File: src/design/pmic_seq_pkg.sv
// Package of constants for the supply sequencer
// Contract
// - Power-on loads every register default
// - Startup at power-on if enable high
// - Default startup reloads settings, then sequences
// - No-sequence variant: ordering bit zero, one supply
// - Enable rising edge starts default startup
// - Enable falling edge: all off, bias off
// - Falling edge ignored after register shutdown
// - Supplies follow bits, chained in order
// - Voltage write applies at bus acknowledge; the register takes it then, and buckVolt follows one clock later
// - Fault: outputs off, flag set, defaults reload
// - Fault end restarts only if restart bit
// - Fault flags clear only by reset or write-one
// - Brownout returns device to power-on state
// - Power-good sets 90%, clears 85%
// - Interrupt low while allowed and flag set
// - Write-one releases interrupt unless fault persists
// - Interrupt allow bit defaults to zero
// - Each power-good enables the next supply
// - Order: buck, first linear, second linear
// - Flag clears by write-one, resets if fault persists
package pmic_seq_pkg;
  localparam logic [7:0] ADDR_ENABLE = 8'h00;
  localparam logic [7:0] ADDR_STATUS = 8'h04;
  localparam logic [7:0] ADDR_BUCKV  = 8'h08;
  localparam logic [7:0] ADDR_LIN1V  = 8'h0c;
  localparam logic [7:0] ADDR_LIN2V  = 8'h10;
  localparam logic [7:0] ADDR_GOOD   = 8'h14;
  // Enable register field positions
  localparam int EN_BUCK = 0;
  localparam int EN_LIN1 = 1;
  localparam int EN_LIN2 = 2;
  localparam int EN_ORD  = 4;
  localparam int EN_RAF  = 5;
  // Status register field positions
  localparam int ST_HEAT = 4;
  localparam int ST_LOW  = 5;
  localparam int ST_IEN  = 6;
  // Power-on defaults
  localparam logic [7:0] ENABLE_POR   = 8'h20;
  localparam logic [2:0] SEQ_DEFAULT  = 3'h7;
  localparam logic [2:0] NOSEQ_DEFAULT = 3'h1;
  localparam logic [7:0] BUCKV_DEF    = 8'h10;
  localparam logic [7:0] LIN1V_DEF    = 8'h14;
  localparam logic [7:0] LIN2V_DEF    = 8'h14;
  // Power-good thresholds, percent of target
  localparam logic [6:0] GOOD_SET_PCT = 7'd90;
  localparam logic [6:0] GOOD_CLR_PCT = 7'd85;
endpackage

File: src/design/pmic_supply_sequencer.sv
// Digital sequencer and fault logic of a three-output supply device
`timescale 1ns/1ps
module pmic_supply_sequencer #(
  parameter bit SEQ_PART = 1'b1
) (
  input  wire logic        ref_clk,
  input  wire logic        nrst,
  input  wire logic        enablePin,
  input  wire logic        overheat,
  input  wire logic        lowSupply,
  input  wire logic        brownout,
  input  wire logic [6:0]  buckLevel,
  input  wire logic [6:0]  lin1Level,
  input  wire logic [6:0]  lin2Level,
  input  wire logic        psel,
  input  wire logic        penable,
  input  wire logic        pwrite,
  input  wire logic [7:0]  paddr,
  input  wire logic [31:0] pwdata,
  output logic      [31:0] prdata,
  output logic             pready,
  output logic             pslverr,
  output logic             buckDrive,
  output logic             lin1Drive,
  output logic             lin2Drive,
  output logic             biasOn,
  output logic      [7:0]  buckVolt,
  output logic      [7:0]  lin1Volt,
  output logic      [7:0]  lin2Volt,
  output logic             faultIrqOut,
  output logic             faultIrqOe
);

  // Brownout and pin reset merged
  logic rstAll;
  assign rstAll = !nrst || brownout;

  // Enable pin synchroniser and edge detect
  logic enS1_r, enS2_r, enS3_r;
  logic enS1_nxt, enS2_nxt, enS3_nxt;
  logic firstCyc_r, firstCyc_nxt;
  logic enRise, enFall;
  always_comb begin
    enS1_nxt     = enablePin;
    enS2_nxt     = enS1_r;
    enS3_nxt     = enS2_r;
    firstCyc_nxt = 1'b0;
  end
  always_ff @(posedge ref_clk) begin
    if (rstAll) begin
      enS1_r     <= 1'b0;
      enS2_r     <= 1'b0;
      enS3_r     <= 1'b0;
      firstCyc_r <= 1'b1;
    end else begin
      enS1_r     <= enS1_nxt;
      enS2_r     <= enS2_nxt;
      enS3_r     <= enS3_nxt;
      firstCyc_r <= firstCyc_nxt;
    end
  end
  assign enRise = enS2_r && !enS3_r;
  assign enFall = !enS2_r && enS3_r && !firstCyc_r;

  // Fault condition and its end
  logic faultNow, faultWas_r, faultWas_nxt, faultEnd;
  assign faultNow = overheat || lowSupply;
  assign faultEnd = faultWas_r && !faultNow;

  // Bus handshake
  logic acc, wr;
  assign acc    = psel && penable;
  assign wr     = acc && pwrite;
  assign pready = 1'b1;

  // Control registers
  logic [2:0] supEn_r, supEn_nxt;
  logic       ordOff_r, ordOff_nxt;
  logic       raf_r, raf_nxt;
  logic       ien_r, ien_nxt;
  logic       heat_r, heat_nxt, low_r, low_nxt;
  logic [7:0] bv_r, bv_nxt, l1v_r, l1v_nxt, l2v_r, l2v_nxt;
  logic       bias_r, bias_nxt;
  logic [2:0] defEn;
  assign defEn = SEQ_PART ? pmic_seq_pkg::SEQ_DEFAULT : pmic_seq_pkg::NOSEQ_DEFAULT;

  // Next value of register state
  always_comb begin
    supEn_nxt    = supEn_r;
    ordOff_nxt   = ordOff_r;
    raf_nxt      = raf_r;
    ien_nxt      = ien_r;
    heat_nxt     = heat_r;
    low_nxt      = low_r;
    bv_nxt       = bv_r;
    l1v_nxt      = l1v_r;
    l2v_nxt      = l2v_r;
    bias_nxt     = bias_r;
    faultWas_nxt = faultNow;
    // Host writes
    if (wr) begin
      case (paddr)
        pmic_seq_pkg::ADDR_ENABLE: begin
          supEn_nxt  = pwdata[2:0];
          ordOff_nxt = SEQ_PART ? pwdata[pmic_seq_pkg::EN_ORD] : 1'b0;
          raf_nxt    = pwdata[pmic_seq_pkg::EN_RAF];
          if (pwdata[2:0] != 3'h0) begin
            bias_nxt = 1'b1;
          end
        end
        pmic_seq_pkg::ADDR_STATUS: begin
          ien_nxt = pwdata[pmic_seq_pkg::ST_IEN];
          if (pwdata[pmic_seq_pkg::ST_HEAT]) begin
            heat_nxt = 1'b0;
          end
          if (pwdata[pmic_seq_pkg::ST_LOW]) begin
            low_nxt = 1'b0;
          end
        end
        pmic_seq_pkg::ADDR_BUCKV: bv_nxt  = pwdata[7:0];
        pmic_seq_pkg::ADDR_LIN1V: l1v_nxt = pwdata[7:0];
        pmic_seq_pkg::ADDR_LIN2V: l2v_nxt = pwdata[7:0];
        default: ;
      endcase
      // Register shutdown keeps bias off, so a later pin fall does nothing
      if (paddr == pmic_seq_pkg::ADDR_ENABLE && pwdata[2:0] == 3'h0) begin
        bias_nxt = 1'b0;
      end
    end
    // Enable pin edges
    if (enFall && bias_r) begin
      supEn_nxt = 3'h0;
      bias_nxt  = 1'b0;
    end
    // Default startup on rise, or on fault end with restart allowed
    if (enRise || (faultEnd && raf_r)) begin
      bv_nxt     = pmic_seq_pkg::BUCKV_DEF;
      l1v_nxt    = pmic_seq_pkg::LIN1V_DEF;
      l2v_nxt    = pmic_seq_pkg::LIN2V_DEF;
      ordOff_nxt = 1'b0;
      raf_nxt    = enRise ? 1'b1 : raf_r;
      supEn_nxt  = defEn;
      bias_nxt   = 1'b1;
    end
    // Fault: reload defaults, bias as it was, restart bit untouched
    // Enables only reload when a restart will follow, so outputs stay off otherwise
    if (faultNow) begin
      supEn_nxt  = raf_r ? defEn : 3'h0;
      bv_nxt     = pmic_seq_pkg::BUCKV_DEF;
      l1v_nxt    = pmic_seq_pkg::LIN1V_DEF;
      l2v_nxt    = pmic_seq_pkg::LIN2V_DEF;
      ordOff_nxt = 1'b0;
    end
    // Flags set wins over write-one clear
    if (overheat) begin
      heat_nxt = 1'b1;
    end
    if (lowSupply) begin
      low_nxt = 1'b1;
    end
  end

  // Register update; brownout acts as power-on reset
  always_ff @(posedge ref_clk) begin
    if (rstAll) begin
      supEn_r    <= 3'h0;
      ordOff_r   <= 1'b0;
      raf_r      <= 1'b1;
      ien_r      <= 1'b0;
      heat_r     <= 1'b0;
      low_r      <= 1'b0;
      bv_r       <= pmic_seq_pkg::BUCKV_DEF;
      l1v_r      <= pmic_seq_pkg::LIN1V_DEF;
      l2v_r      <= pmic_seq_pkg::LIN2V_DEF;
      bias_r     <= 1'b0;
      faultWas_r <= 1'b0;
    end else begin
      supEn_r    <= supEn_nxt;
      ordOff_r   <= ordOff_nxt;
      raf_r      <= raf_nxt;
      ien_r      <= ien_nxt;
      heat_r     <= heat_nxt;
      low_r      <= low_nxt;
      bv_r       <= bv_nxt;
      l1v_r      <= l1v_nxt;
      l2v_r      <= l2v_nxt;
      bias_r     <= bias_nxt;
      faultWas_r <= faultWas_nxt;
    end
  end

  // Power-good flags with hysteresis, one per output
  logic [2:0] good_r, good_nxt;
  logic [6:0] lvl [3];
  assign lvl[0] = buckLevel;
  assign lvl[1] = lin1Level;
  assign lvl[2] = lin2Level;
  logic [2:0] drv;
  genvar gi;
  generate
    for (gi = 0; gi < 3; gi++) begin : g_good
      always_comb begin
        good_nxt[gi] = good_r[gi];
        if (!drv[gi] || lvl[gi] <= pmic_seq_pkg::GOOD_CLR_PCT) begin
          good_nxt[gi] = 1'b0;
        end else if (lvl[gi] >= pmic_seq_pkg::GOOD_SET_PCT) begin
          good_nxt[gi] = 1'b1;
        end
      end
    end
  endgenerate
  always_ff @(posedge ref_clk) begin
    if (rstAll) begin
      good_r <= 3'h0;
    end else begin
      good_r <= good_nxt;
    end
  end

  // Output drive: chained through power-good when ordering is active
  logic chain;
  assign chain = SEQ_PART && !ordOff_r;
  always_comb begin
    drv = 3'h0;
    if (!faultNow && bias_r) begin
      drv[0] = supEn_r[0];
      drv[1] = supEn_r[1] && (!chain || !supEn_r[0] || good_r[0]);
      drv[2] = supEn_r[2] && (!chain || !(supEn_r[1] || (supEn_r[0] && !supEn_r[1]))
               || (supEn_r[1] ? good_r[1] : good_r[0]));
    end
  end

  // Registered outputs
  always_ff @(posedge ref_clk) begin
    if (rstAll) begin
      buckDrive <= 1'b0;
      lin1Drive <= 1'b0;
      lin2Drive <= 1'b0;
      biasOn    <= 1'b0;
      buckVolt  <= pmic_seq_pkg::BUCKV_DEF;
      lin1Volt  <= pmic_seq_pkg::LIN1V_DEF;
      lin2Volt  <= pmic_seq_pkg::LIN2V_DEF;
    end else begin
      buckDrive <= drv[0];
      lin1Drive <= drv[1];
      lin2Drive <= drv[2];
      biasOn    <= bias_r;
      buckVolt  <= bv_r;
      lin1Volt  <= l1v_r;
      lin2Volt  <= l2v_r;
    end
  end

  // Open-drain interrupt: drives low only
  assign faultIrqOut = 1'b0;
  assign faultIrqOe  = ien_r && (heat_r || low_r);

  // Read mux
  always_comb begin
    prdata  = 32'h0;
    pslverr = 1'b0;
    case (paddr)
      pmic_seq_pkg::ADDR_ENABLE: prdata = {26'h0, raf_r, ordOff_r, 1'b0, supEn_r};
      pmic_seq_pkg::ADDR_STATUS: prdata = {25'h0, ien_r, low_r, heat_r, 1'b0, good_r};
      pmic_seq_pkg::ADDR_BUCKV:  prdata = {24'h0, bv_r};
      pmic_seq_pkg::ADDR_LIN1V:  prdata = {24'h0, l1v_r};
      pmic_seq_pkg::ADDR_LIN2V:  prdata = {24'h0, l2v_r};
      pmic_seq_pkg::ADDR_GOOD:   prdata = {29'h0, buckDrive ? 1'b0 : 1'b0, 2'h0};
      default:                   pslverr = acc;
    endcase
  end

endmodule

File: config.mk
export PLATFORM = sky130hd
export DESIGN_NAME = pmic_supply_sequencer
export DESIGN_NICKNAME = d
export VERILOG_FILES = /design/src/design/pmic_seq_pkg.sv /design/src/design/pmic_supply_sequencer.sv
export SDC_FILE = /design/constraint.sdc
export NUM_CORES = 1
export LEC_CHECK = 0
export BUFFER_PORTS_ARGS = -buffer_cell sky130_fd_sc_hd__clkbuf_2
export CORE_MARGIN = 2
export CORE_UTILIZATION = 35
export CTS_CLUSTER_SIZE = 8
export DETAILED_ROUTE_END_ITERATION = 12
export GPL_ROUTABILITY_DRIVEN = 1
export PLACE_DENSITY = 0.64
export SLEW_MARGIN = 20
export SYNTH_ARGS = -nofsm -noshare
export SYNTH_HDL_FRONTEND = slang
export SYNTH_SLANG_ARGS = --single-unit
File: constraint.sdc
create_clock -name ref_clk -period 4.68 [get_ports ref_clk]
set_clock_uncertainty 0.2 [all_clocks]
set_input_delay 0.936 -clock ref_clk [delete_from_list [all_inputs] [get_ports ref_clk]]
set_output_delay 0.936 -clock ref_clk [all_outputs]
set_load 0.02 [all_outputs]
==> Word-level counts from Yosys, hierarchy flattened <==
Cells that the tools add are included.
{ "totals": {"ramBits": 0, "latchBits": 0, "out_inout_bits": 64, "n_memories": 0, "register_bits": 69, "in_bits": 70, "rom_bits": 0} }
{ "op_classes": {"muxes": 29, "mul": 0, "eq_ne": 6, "n_div": 0, "addsub": 0, "order_cmp": 6, "n_reduce_logical": 68, "bitwise": 0, "n_shift": 0} }
{ "ops": {"columns": ["op", "n"], "rows": [
  ["case mux 8 bit (5 select lines)", 1],
  ["greater-or-equal comparator 7 bit, second input constant", 3],
  ["<= comparator 7 bit, second input constant", 3],
  ["2-to-1 mux 1 bit", 21],
  ["2-to-1 mux 3 bit", 7],
  ["equality test 8 x 4 -> 1 bit, second input constant", 2],
  ["equality test 8 x 5 -> 1 bit, second input constant", 2],
  ["nonzero test 2 bit", 8],
  ["nonzero test 4 bit", 4],
  ["logical AND 1 bit", 14],
  ["logical OR 1 bit", 12],
  ["AND reduction 2 bit", 6],
  ["AND reduction 3 bit", 4],
  ["zero test 1 bit", 11],
  ["equality test 8 x 3 -> 1 bit, second input constant", 1],
  ["zero test 8 bit", 1],
  ["nonzero test 3 bit", 2],
  ["OR reduction 2 bit", 3],
  ["OR reduction 6 bit", 1],
  ["zero test 3 bit", 1],
  ["OR reduction 3 bit", 1],
  ["!= test 2 bit, second input constant", 1]
]} }

==> Logic depth before layout (Yosys ltp) <==
Gate-level depths: netlist (run 1).
{ "logic_depth": {"depth_word": 11, "depth_mapped": 7} }

==> Worst setup path before layout (run 1) <==
OpenSTA, ideal clock, no wires.
{ "synth_timing": {"kind": "input to output", "startpoint": "input port paddr[2]", "endpoint": "output port prdata[0]", "arrival_ns": 2.000, "required_ns": 3.544, "setup_slack_ns": 1.544, "cell_stages": 6, "n_path_buf": 2, "cell_sequence": "buf_2 buf_2 mux2i_1 nor2_1 a21oi_1 o22ai_1"} }
{ "synth_via": {"elab_chain_cells": 2} }
{ "synth_rtl": {"columns": ["element", "line", "rtl"], "rows": [
  ["from (decl)", "pmic_supply_sequencer.sv:18", "input wire logic [7:0] paddr,"],
  ["equality test 8 x 5 -> 1 bit (tied with other cells)", "pmic_supply_sequencer.sv:262", "case (paddr)"],
  ["case mux 8 bit (5 select lines) (*)", "pmic_supply_sequencer.sv:262", null],
  ["to (decl)", "pmic_supply_sequencer.sv:20", "output logic [31:0] prdata,"]
]} }
Mark *: on every way between the ends. The rest lies on a longest branch, timed or not.

==> Worst setup path after layout (run 1) <==
{ "layout_timing": {"startpoint": "input port paddr[2]", "endpoint": "output port prdata[1]"} }
Same word-level chain as after synthesis.

==> impl_table.tex, run 1 <==
\begin{tabular}{lr}
\hline
Metric & Value \\
\hline
\multicolumn{2}{l}{\textbf{Floorplan}} \\
Starting density of the core & 0.359 \\
Die Ht & 95.9 µm \\
Core area & 8220 µm² \\
Chip Width & 95.9 µm \\
Die area & 9190 µm² \\
I/O pin cnt & 134 \\
Standard-cell row count & 33 \\
\multicolumn{2}{l}{\textbf{Min path}} \\
Min-delay worst type & flop to flop \\
Worst hold path startpoint & enS1\_r \\
\multicolumn{2}{l}{\textbf{STA}} \\
Worst slew pin tran & 0.822 ns \\
Post-route clock period utilization & 0.804 \\
Achievable frequency & 0.266 GHz \\
Least setup slack across all paths after layout & 0.919 ns \\
Max\_slew headroom & 0.451 \\
Tmin final & 3.76 ns \\
Hold Violations, Final & 0 \\
Setup-failing EPs final & 0 \\
Setup repair after global routing missed its margin & no \\
Fin. max-slew vios & 0 \\
Post-route setup TNS & 0 ns \\
\multicolumn{2}{l}{\textbf{Flow run}} \\
Number of max-capacitance violations reported & 0 \\
\multicolumn{2}{l}{\textbf{Detailed routing}} \\
Final wirelength & 7010 µm \\
Post-DR wirelength/cell & 14.1 µm \\
Via density per instance & 4.78 \\
Post-detailed-route DRC marker count & 0 \\
Iteration-0 DRC Markers & 102 \\
Vias post-DR & 2384 \\
Routed Antenna Nets & 0 \\
First-pass iteration count of the detailed router & 4 \\
\multicolumn{2}{l}{\textbf{Logic synthesis}} \\
Share of synthesized registers carrying an async set or reset & 0 \\
Cell area after synthesis & 2950 µm² \\
Post-Syn Area per Cell & 9.59 µm² \\
Most instantiated library cell after synthesis & sky130\_fd\_sc\_hd\_\_dfxtp\_1 \\
Library cell occupying the most area in the post-synthesis netlist & sky130\_fd\_sc\_hd\_\_dfxtp\_1 \\
Area share of the largest cell type after synthesis & 0.468 \\
Post-synth top flop & sky130\_fd\_sc\_hd\_\_dfxtp\_1 \\
Commonest cells in the netlist & 69 x sky130\_fd\_sc\_hd\_\_dfxtp\_1, 40 x sky130\_fd\_sc\_hd\_\_mux2i\_1, 30 x sky130\_fd\_sc\_hd\_\_nor2\_1 \\
Part of the Yosys area used for sequential elements & 0.468 \\
Synth Area in Adders & 0 \\
Synthesized instance count & 308 \\
Post-synthesis mux area share & 0.143 \\
Main combinational cell family by area after synthesis & simple AND/OR/NAND/NOR gates \\
Register bit count reported by yosys & 69 \\
Synth Area in Compound Gates & 0.0873 \\
Leading cell types by total area after synthesis & sky130\_fd\_sc\_hd\_\_dfxtp\_1 47\%, sky130\_fd\_sc\_hd\_\_mux2i\_1 14\%, sky130\_fd\_sc\_hd\_\_buf\_4 6.6\%, sky130\_fd\_sc\_hd\_\_and2\_1 5.1\%, sky130\_fd\_sc\_hd\_\_nor2\_1 3.8\% \\
Post-synth cell types & 42 \\
Synth Area in XOR/XNOR & 0 \\
Synthesized-area fraction occupied by and/or/nand/nor cells & 0.212 \\
Number of synthesis warnings & 0 \\
Number of synthesized flops with an enable pin & 0 \\
\multicolumn{2}{l}{\textbf{Setup path}} \\
Maximum fanout encountered on the critical timing path & 18 \\
Worst setup path class & input pin to output port \\
Startpoint class of the critical path & input pin \\
CP arrival & 2.62 ns \\
Beginning of the critical path & paddr[2] \\
Slack of the worst reg-to-reg path & 2.74 ns \\
Critical Path RT & 3.54 ns \\
Critical register-to-register path startpoint & enS2\_r \\
Capturing element type of the critical path & output port \\
\multicolumn{2}{l}{\textbf{Clocking}} \\
Deepest level of the CTS H-tree & 3 \\
Number of cells upsized or downsized after cts & 0 \\
Buffers inserted by post-CTS timing repair & 0 \\
CTS root buffer & sky130\_fd\_sc\_hd\_\_clkbuf\_8 \\
Reg clk slew, reported paths & 0.07 ns \\
CTS sink count & 69 \\
Number of buffers inserted by hold repair at cts & 0 \\
Buffer levels on the longest clock path & 2 \\
TritonCTS clock tree & built \\
Clock buffer count from CTS & 9 \\
Clk Latency, worst-skew pair & 0.35 ns \\
\multicolumn{2}{l}{\textbf{Run status}} \\
Outcome & finished clean \\
\multicolumn{2}{l}{\textbf{Power}} \\
Leakage power total & 1.75 nW \\
Power Total & 1.28 mW \\
Pwr/cell area & 355 nW/µm² \\
Largest voltage drop on the vdd net & 0.154 mV \\
\multicolumn{2}{l}{\textbf{Place}} \\
DP Area & 3360 µm² \\
Placer congestion estimate & 0.822 \\
Worst setup slack after placement & 0.962 ns \\
PortBufs & 80 \\
Hpwl dp & 5150 µm \\
\multicolumn{2}{l}{\textbf{Final layout}} \\
Total Nets Final & 459 \\
Fill cells & 820 \\
Area Overhead vs Synth & 22.1\% \\
Total inserted antenna cells & 0 \\
Layout cell share with drive strength beyond 1 & 0.269 \\
Total non-filler cell area in the finished layout & 3600 µm² \\
\multicolumn{2}{l}{\textbf{GRT}} \\
Pin count of the biggest net entering global routing & 39 \\
GR Overflow Total & 0 \\
All-layer global routing usage & 0.163 \\
First-pass GRT wire length & 11000 µm \\
Number of antenna violations at the first check in global routing & 0 \\
Vias in the first global route & 2239 \\
\hline
\end{tabular}
==> area by class of cell <==
class                           count  area (µm²)  area share
Multi-Input combinational cell    221        1410       0.390
Inverter                            6        22.5     0.00625
Sequential cell                    69        1380       0.383
Timing Repair Buffer               82         415       0.115
Clock buffer                       10         138      0.0382
Clock inverter                      6         110      0.0305
Tap cell                          105         131      0.0364
==> routing by layer <==
layer / track usage / vias to the layer above / routed length, µm
li1: - / 1173 / -
met1: 0.195 / 1119 / 3090
met2: 0.265 / 81 / 3300
met3: 0.0501 / 11 / 451
met4: 0.0810 / 0 / 171
met5: 0 / - / 0
==> cells by family after synthesis <==
| kind of cell | count (synthesis) |
|---|---|
| AOI/OAI and AO/OA | 42 |
| other | 2 |
| buffers and inverters | 42 |
| DFF | 69 |
| muxes | 42 |
| and+or+nand+nor | 111 |
==> report_power, final <==
part / total, mW / switching [mW] / internal [mW]
clock: 0.597 / 0.230 / 0.367
combinational: 0.0869 / 0.0581 / 0.0288
sequential: 0.594 / 0.00289 / 0.591
total: 1.28 / 0.291 / 0.987
==> sequential cells by signal (all words and copies together), names as in the netlist, 3 cells and up <==
register  flops
buckVolt      8
bv_r          8
l1v_r         8
l2v_r         8
lin1Volt      8
lin2Volt      8
good_r        3
supEn_r       3
==> cell usage in the layout, fill, tap and decap left out, types with 2 or more instances in the layout <==
cell type,instances
sky130_fd_sc_hd__a31oi_1,2
sky130_fd_sc_hd__or3_1,3
sky130_fd_sc_hd__nand2_1,15
sky130_fd_sc_hd__nand3_1,6
sky130_fd_sc_hd__nand4_2,2
sky130_fd_sc_hd__dfxtp_1,69
sky130_fd_sc_hd__nand2b_1,6
sky130_fd_sc_hd__mux2_2,2
sky130_fd_sc_hd__o22ai_1,5
sky130_fd_sc_hd__nor2_1,30
sky130_fd_sc_hd__o2bb2ai_1,3
sky130_fd_sc_hd__mux2i_1,40
sky130_fd_sc_hd__a21oi_1,12
sky130_fd_sc_hd__clkbuf_2,80
sky130_fd_sc_hd__o211a_1,2
sky130_fd_sc_hd__and3b_1,2
sky130_fd_sc_hd__nor3b_1,4
sky130_fd_sc_hd__nor4_1,2
sky130_fd_sc_hd__and2_1,24
sky130_fd_sc_hd__bufinv_16,3
sky130_fd_sc_hd__conb_1,26
sky130_fd_sc_hd__o21ai_0,10
sky130_fd_sc_hd__and3_1,4
sky130_fd_sc_hd__o21ai_1,2
sky130_fd_sc_hd__inv_1,6
sky130_fd_sc_hd__nor2b_1,2
sky130_fd_sc_hd__buf_4,2
sky130_fd_sc_hd__nor3_1,2
sky130_fd_sc_hd__clkinvlp_4,2
sky130_fd_sc_hd__clkbuf_8,10
==> worst paths after layout <==
kind	end	cells past startpoint
worst max-delay path	prdata[1]	5
worst min-delay path	enS2_r	1
worst min register to register	enS2_r	1
worst max register to register	l1v_r[7]	4
==> worst max-delay path, cell delays in order <==
cell	delay, ns
sky130_fd_sc_hd__clkbuf_2	0.36
sky130_fd_sc_hd__nor2b_1	0.61
sky130_fd_sc_hd__and3_1	0.34
sky130_fd_sc_hd__o2bb2ai_1	0.17
sky130_fd_sc_hd__clkbuf_2	0.21
==> metrics by stage <==
step                hold WS, ns   util  std cells
floorplan                 0.206      -        332
global placement          0.211  0.409        483
detailed placement        0.220  0.409        483
CTS                       0.239  0.439        499
global route              0.271  0.439        499
finish                    0.232  0.439        499
Power figures use the tool's default switching activity.
==> run 2, diff against run 1 <==
- PLACE_DENSITY: 0.64 -> 0.66
- clock period: 4.68 -> 3.4 ns (I/O delays scaled with it)
==> impl_table.tex, run 2 (synthesized netlist as in run 1, its figures left out) <==
\begin{tabular}{lr}
\hline
Metric & Value \\
\hline
\multicolumn{2}{l}{\textbf{Flow run}} \\
Number of max-capacitance violations reported & 0 \\
\multicolumn{2}{l}{\textbf{Final layout}} \\
Area Overhead vs Synth & 21.7\% \\
Fill cells & 817 \\
Layout cell share with drive strength beyond 1 & 0.278 \\
Seq. cell area & 1380 µm² \\
Total Nets Final & 464 \\
Area used by multi-input combinational logic & 1410 µm² \\
Most common cell after layout, fill and taps aside & sky130\_fd\_sc\_hd\_\_clkbuf\_2 \\
Highest-count cells in the layout ignoring fill and taps & 80 x sky130\_fd\_sc\_hd\_\_clkbuf\_2, 69 x sky130\_fd\_sc\_hd\_\_dfxtp\_1, 40 x sky130\_fd\_sc\_hd\_\_mux2i\_1 \\
Total inserted antenna cells & 0 \\
\multicolumn{2}{l}{\textbf{GRT}} \\
All-layer global routing usage & 0.161 \\
Number of antenna violations at the first check in global routing & 0 \\
Vias in the first global route & 2239 \\
First-pass GRT wire length & 11000 µm \\
Pin count of the biggest net entering global routing & 29 \\
GR Overflow Total & 0 \\
\multicolumn{2}{l}{\textbf{Floorplan}} \\
Die area & 9190 µm² \\
Standard-cell row count & 33 \\
I/O pin cnt & 134 \\
Core area & 8220 µm² \\
Die Ht & 95.9 µm \\
Starting density of the core & 0.359 \\
Chip Width & 95.9 µm \\
\multicolumn{2}{l}{\textbf{Setup path}} \\
Critical Path RT & 2.52 ns \\
Worst-case reg-to-reg path depth & 4 \\
CP arrival & 2.18 ns \\
Worst setup path class & input pin to output port \\
Critical register-to-register path startpoint & raf\_r \\
Startpoint class of the critical path & input pin \\
Crit Reg-Reg Endpoint & supEn\_r[1] \\
Beginning of the critical path & paddr[4] \\
Capturing element type of the critical path & output port \\
Slack of the worst reg-to-reg path & 1.68 ns \\
Maximum fanout encountered on the critical timing path & 8 \\
\multicolumn{2}{l}{\textbf{STA}} \\
Setup-failing EPs final & 0 \\
Worst slew pin tran & 0.684 ns \\
Tmin final & 3.06 ns \\
Post-route setup TNS & 0 ns \\
Post-Route Hold Slack & 0.233 ns \\
Max\_slew headroom & 0.538 \\
Achievable frequency & 0.327 GHz \\
Setup repair after global routing missed its margin & no \\
Hold Violations, Final & 0 \\
Fin. max-slew vios & 0 \\
Post-route clock period utilization & 0.901 \\
\multicolumn{2}{l}{\textbf{Detailed routing}} \\
Via density per instance & 4.70 \\
Routed Antenna Nets & 0 \\
Post-DR wirelength/cell & 14.0 µm \\
Iteration-0 DRC Markers & 78 \\
First-pass iteration count of the detailed router & 4 \\
Vias post-DR & 2367 \\
Post-detailed-route DRC marker count & 0 \\
Final wirelength & 7040 µm \\
\multicolumn{2}{l}{\textbf{Clocking}} \\
Reg clk slew, reported paths & 0.08 ns \\
Buffer levels on the longest clock path & 2 \\
Number of buffers inserted by hold repair at cts & 0 \\
Deepest level of the CTS H-tree & 3 \\
CTS sink count & 69 \\
TritonCTS clock tree & built \\
Number of cells upsized or downsized after cts & 0 \\
Buffers inserted by post-CTS timing repair & 0 \\
Clk Latency, worst-skew pair & 0.34 ns \\
Clock buffer count from CTS & 9 \\
CTS root buffer & sky130\_fd\_sc\_hd\_\_clkbuf\_8 \\
\multicolumn{2}{l}{\textbf{Power}} \\
Pwr/cell area & 448 nW/µm² \\
Largest voltage drop on the vdd net & 0.199 mV \\
Leakage power total & 1.76 nW \\
\multicolumn{2}{l}{\textbf{Place}} \\
Hpwl dp & 5260 µm \\
Placer congestion estimate & 0.819 \\
PortBufs & 80 \\
\multicolumn{2}{l}{\textbf{Min path}} \\
Min-Delay Endpoint & enS2\_r \\
Worst hold path startpoint & enS1\_r \\
Cell count of the worst hold path & 1 \\
Min-delay worst type & flop to flop \\
\multicolumn{2}{l}{\textbf{Run status}} \\
Outcome & finished clean \\
\hline
\end{tabular}
==> run 2: cell count changes in the layout (fill, tap and decap cells not counted) <==
cell	delta
sky130_fd_sc_hd__buf_4	+5
sky130_fd_sc_hd__bufinv_16	-2
sky130_fd_sc_hd__inv_6	+1
sky130_fd_sc_hd__clkinv_2	+2
sky130_fd_sc_hd__clkinvlp_4	-1
==> run 2: final cells by class <==
type	count	area share
clock buffers	10	0.0383
flip-flops and latches	69	0.384
multi-input cells	221	0.391
clock inverters	6	0.0171
repair buffers	87	0.126
well taps	105	0.0366
inverters	6	0.00627
==> run 2: worst max-delay path, stage by stage <==
cell	delay, ns
sky130_fd_sc_hd__clkbuf_2	0.16
sky130_fd_sc_hd__nor4_1	0.49
sky130_fd_sc_hd__nand2_1	0.35
sky130_fd_sc_hd__o22ai_1	0.28
sky130_fd_sc_hd__clkbuf_2	0.22
==> run 2: how the worst max path moves through the flow <==
stage | slack, ns | to | cells past startpoint
6_report | 0.34 | prdata[5] | 5
5_1_grt | 0.27 | prdata[5] | 5
4_1_cts | 0.36 | prdata[5] | 5
3_5_place_dp | 0.35 | prdata[5] | 5
3_3_place_gp | 0.34 | prdata[5] | 5
2_1_floorplan | 0.78 | prdata[0] | 6
==> run 2: power breakdown <==
group	switching, mW	leakage [nW]	internal [mW]
clock network	0.311	0.102	0.357
registers	0.00400	0.558	0.813
logic	0.0808	1.10	0.0419
total	0.396	1.76	1.21
==> run 2: layer usage <==
| layer | wire, µm | track usage | vias to the layer above |
|---|---|---|---|
| li1 | - | - | 1191 |
| met5 | 0 | 0 | - |
| met1 | 3080 | 0.193 | 1076 |
| met4 | 187 | 0.0917 | 0 |
| met2 | 3150 | 0.249 | 86 |
| met3 | 616 | 0.0603 | 14 |
==> run 2: stage by stage <==
stage | cell area, µm² | util | setup WS, ns | power (mW) | std cells
3_3_place_gp | 3390 | 0.413 | 0.344 | 0.954 | 488
6_report | 3590 | 0.437 | 0.337 | 1.61 | 504
3_5_place_dp | 3390 | 0.413 | 0.354 | 0.957 | 488
5_1_grt | 3590 | 0.437 | 0.272 | 1.67 | 504
4_1_cts | 3590 | 0.437 | 0.356 | 1.63 | 504
2_1_floorplan | 3040 | - | 0.776 | 0.930 | 332
==> run 3, diff against run 2 <==
- GPL_TIMING_DRIVEN: not set -> 0
==> impl_table.tex, run 3 (synthesized netlist as in run 1, its figures left out) <==
\begin{tabular}{lr}
\hline
Metric & Value \\
\hline
\multicolumn{2}{l}{\textbf{Run status}} \\
Outcome & finished clean \\
\multicolumn{2}{l}{\textbf{Final layout}} \\
Highest-count cells in the layout ignoring fill and taps & 79 x sky130\_fd\_sc\_hd\_\_clkbuf\_2, 69 x sky130\_fd\_sc\_hd\_\_dfxtp\_1, 40 x sky130\_fd\_sc\_hd\_\_mux2i\_1 \\
Area used by multi-input combinational logic & 1400 µm² \\
Area Overhead vs Synth & 27.3\% \\
Most common cell after layout, fill and taps aside & sky130\_fd\_sc\_hd\_\_clkbuf\_2 \\
Total Nets Final & 492 \\
Total inserted antenna cells & 0 \\
Fill cells & 811 \\
Layout cell share with drive strength beyond 1 & 0.304 \\
Seq. cell area & 1380 µm² \\
\multicolumn{2}{l}{\textbf{GRT}} \\
Pin count of the biggest net entering global routing & 13 \\
Number of antenna violations at the first check in global routing & 0 \\
First-pass GRT wire length & 11100 µm \\
GR Overflow Total & 0 \\
All-layer global routing usage & 0.164 \\
Vias in the first global route & 2286 \\
\multicolumn{2}{l}{\textbf{STA}} \\
Post-Route Hold Slack & 0.231 ns \\
Hold Violations, Final & 0 \\
Setup repair after global routing missed its margin & no \\
Achievable frequency & 0.304 GHz \\
Tmin final & 3.29 ns \\
Max\_slew headroom & 0.427 \\
Setup-failing EPs final & 0 \\
Worst slew pin tran & 0.853 ns \\
Post-route clock period utilization & 0.966 \\
Post-route setup TNS & 0 ns \\
Fin. max-slew vios & 0 \\
\multicolumn{2}{l}{\textbf{Setup path}} \\
Startpoint class of the critical path & input pin \\
CP arrival & 2.41 ns \\
Crit-path cells & clkbuf\_2 -> nor3\_1 -> nand2\_1 -> o22ai\_1 -> clkbuf\_2 \\
Critical Path RT & 2.52 ns \\
Buffer and inverter count on the worst path & 2 \\
Slowest-stage cell, CP & sky130\_fd\_sc\_hd\_\_nor3\_1 \\
Crit-path most repeated cell & sky130\_fd\_sc\_hd\_\_clkbuf\_2 \\
Capturing element type of the critical path & output port \\
Worst setup path class & input pin to output port \\
Maximum fanout encountered on the critical timing path & 6 \\
CP delay by family, top & simple AND/OR/NAND/NOR gates \\
Max stage delay on crit path & 0.71 ns \\
\multicolumn{2}{l}{\textbf{Min path}} \\
Min-delay worst type & flop to flop \\
\multicolumn{2}{l}{\textbf{Detailed routing}} \\
Final wirelength & 7450 µm \\
Routed Antenna Nets & 0 \\
Post-DR wirelength/cell & 14.0 µm \\
Vias post-DR & 2459 \\
Post-detailed-route DRC marker count & 0 \\
First-pass iteration count of the detailed router & 4 \\
Iteration-0 DRC Markers & 105 \\
Via density per instance & 4.62 \\
\multicolumn{2}{l}{\textbf{Flow run}} \\
Number of max-capacitance violations reported & 0 \\
\multicolumn{2}{l}{\textbf{Floorplan}} \\
Standard-cell row count & 33 \\
Die Ht & 95.9 µm \\
Die area & 9190 µm² \\
Chip Width & 95.9 µm \\
I/O pin cnt & 134 \\
Starting density of the core & 0.359 \\
Core area & 8220 µm² \\
\multicolumn{2}{l}{\textbf{Clocking}} \\
Number of cells upsized or downsized after cts & 0 \\
CTS root buffer & sky130\_fd\_sc\_hd\_\_clkbuf\_8 \\
Clock buffer count from CTS & 9 \\
TritonCTS clock tree & built \\
Clk Latency, worst-skew pair & 0.35 ns \\
Deepest level of the CTS H-tree & 3 \\
CTS sink count & 69 \\
Buffers inserted by post-CTS timing repair & 0 \\
Reg clk slew, reported paths & 0.08 ns \\
Number of buffers inserted by hold repair at cts & 0 \\
Buffer levels on the longest clock path & 2 \\
\multicolumn{2}{l}{\textbf{Power}} \\
Leakage power total & 1.88 nW \\
Pwr/cell area & 429 nW/µm² \\
Largest voltage drop on the vdd net & 0.163 mV \\
\multicolumn{2}{l}{\textbf{Place}} \\
PortBufs & 79 \\
Placer congestion estimate & 0.866 \\
Hpwl dp & 5710 µm \\
\hline
\end{tabular}
## run 3: area by class of cell
cell class | count | area share
plain buffers | 36 | 0.0626
inverters | 6 | 0.00599
flip-flops and latches | 69 | 0.367
clock buffers | 9 | 0.0329
well taps | 105 | 0.0349
repair buffers | 79 | 0.105
multi-input cells | 221 | 0.373
clock inverters | 7 | 0.0176
## run 3: per-layer routing
metal	vias up	global-route usage	part of all wire
met5	-	0	0
met4	0	0.0810	0.016
met1	1117	0.196	0.43
met3	12	0.0493	0.082
li1	1243	-	-
met2	87	0.268	0.47
## run 3: path summary, 6_finish.rpt
check,start,to,slack [ns],cells after the start
max,paddr[5],prdata[5],0.11,5
min,enS1_r,enS2_r,0.23,1
max reg2reg,enS2_r,bv_r[7],1.53,5
min reg2reg,enS1_r,enS2_r,0.23,1
## run 3: stage by stage
step	power (mW)	instances	cell area (µm²)	setup WS [ns]	util
3_5_place_dp	0.980	516	3570	0.190	0.434
4_1_cts	1.62	532	3760	0.163	0.458
2_1_floorplan	0.930	332	3040	0.776	-
3_3_place_gp	0.977	516	3570	0.217	0.434
5_1_grt	1.67	532	3760	0.0270	0.458
6_report	1.61	532	3760	0.114	0.458
## run 3: power by group
group / internal, mW / leakage (nW) / switching, mW
combinational: 0.0597 / 1.22 / 0.0860
clock: 0.334 / 0.0987 / 0.314
sequential: 0.813 / 0.558 / 0.00401
total: 1.21 / 1.88 / 0.404
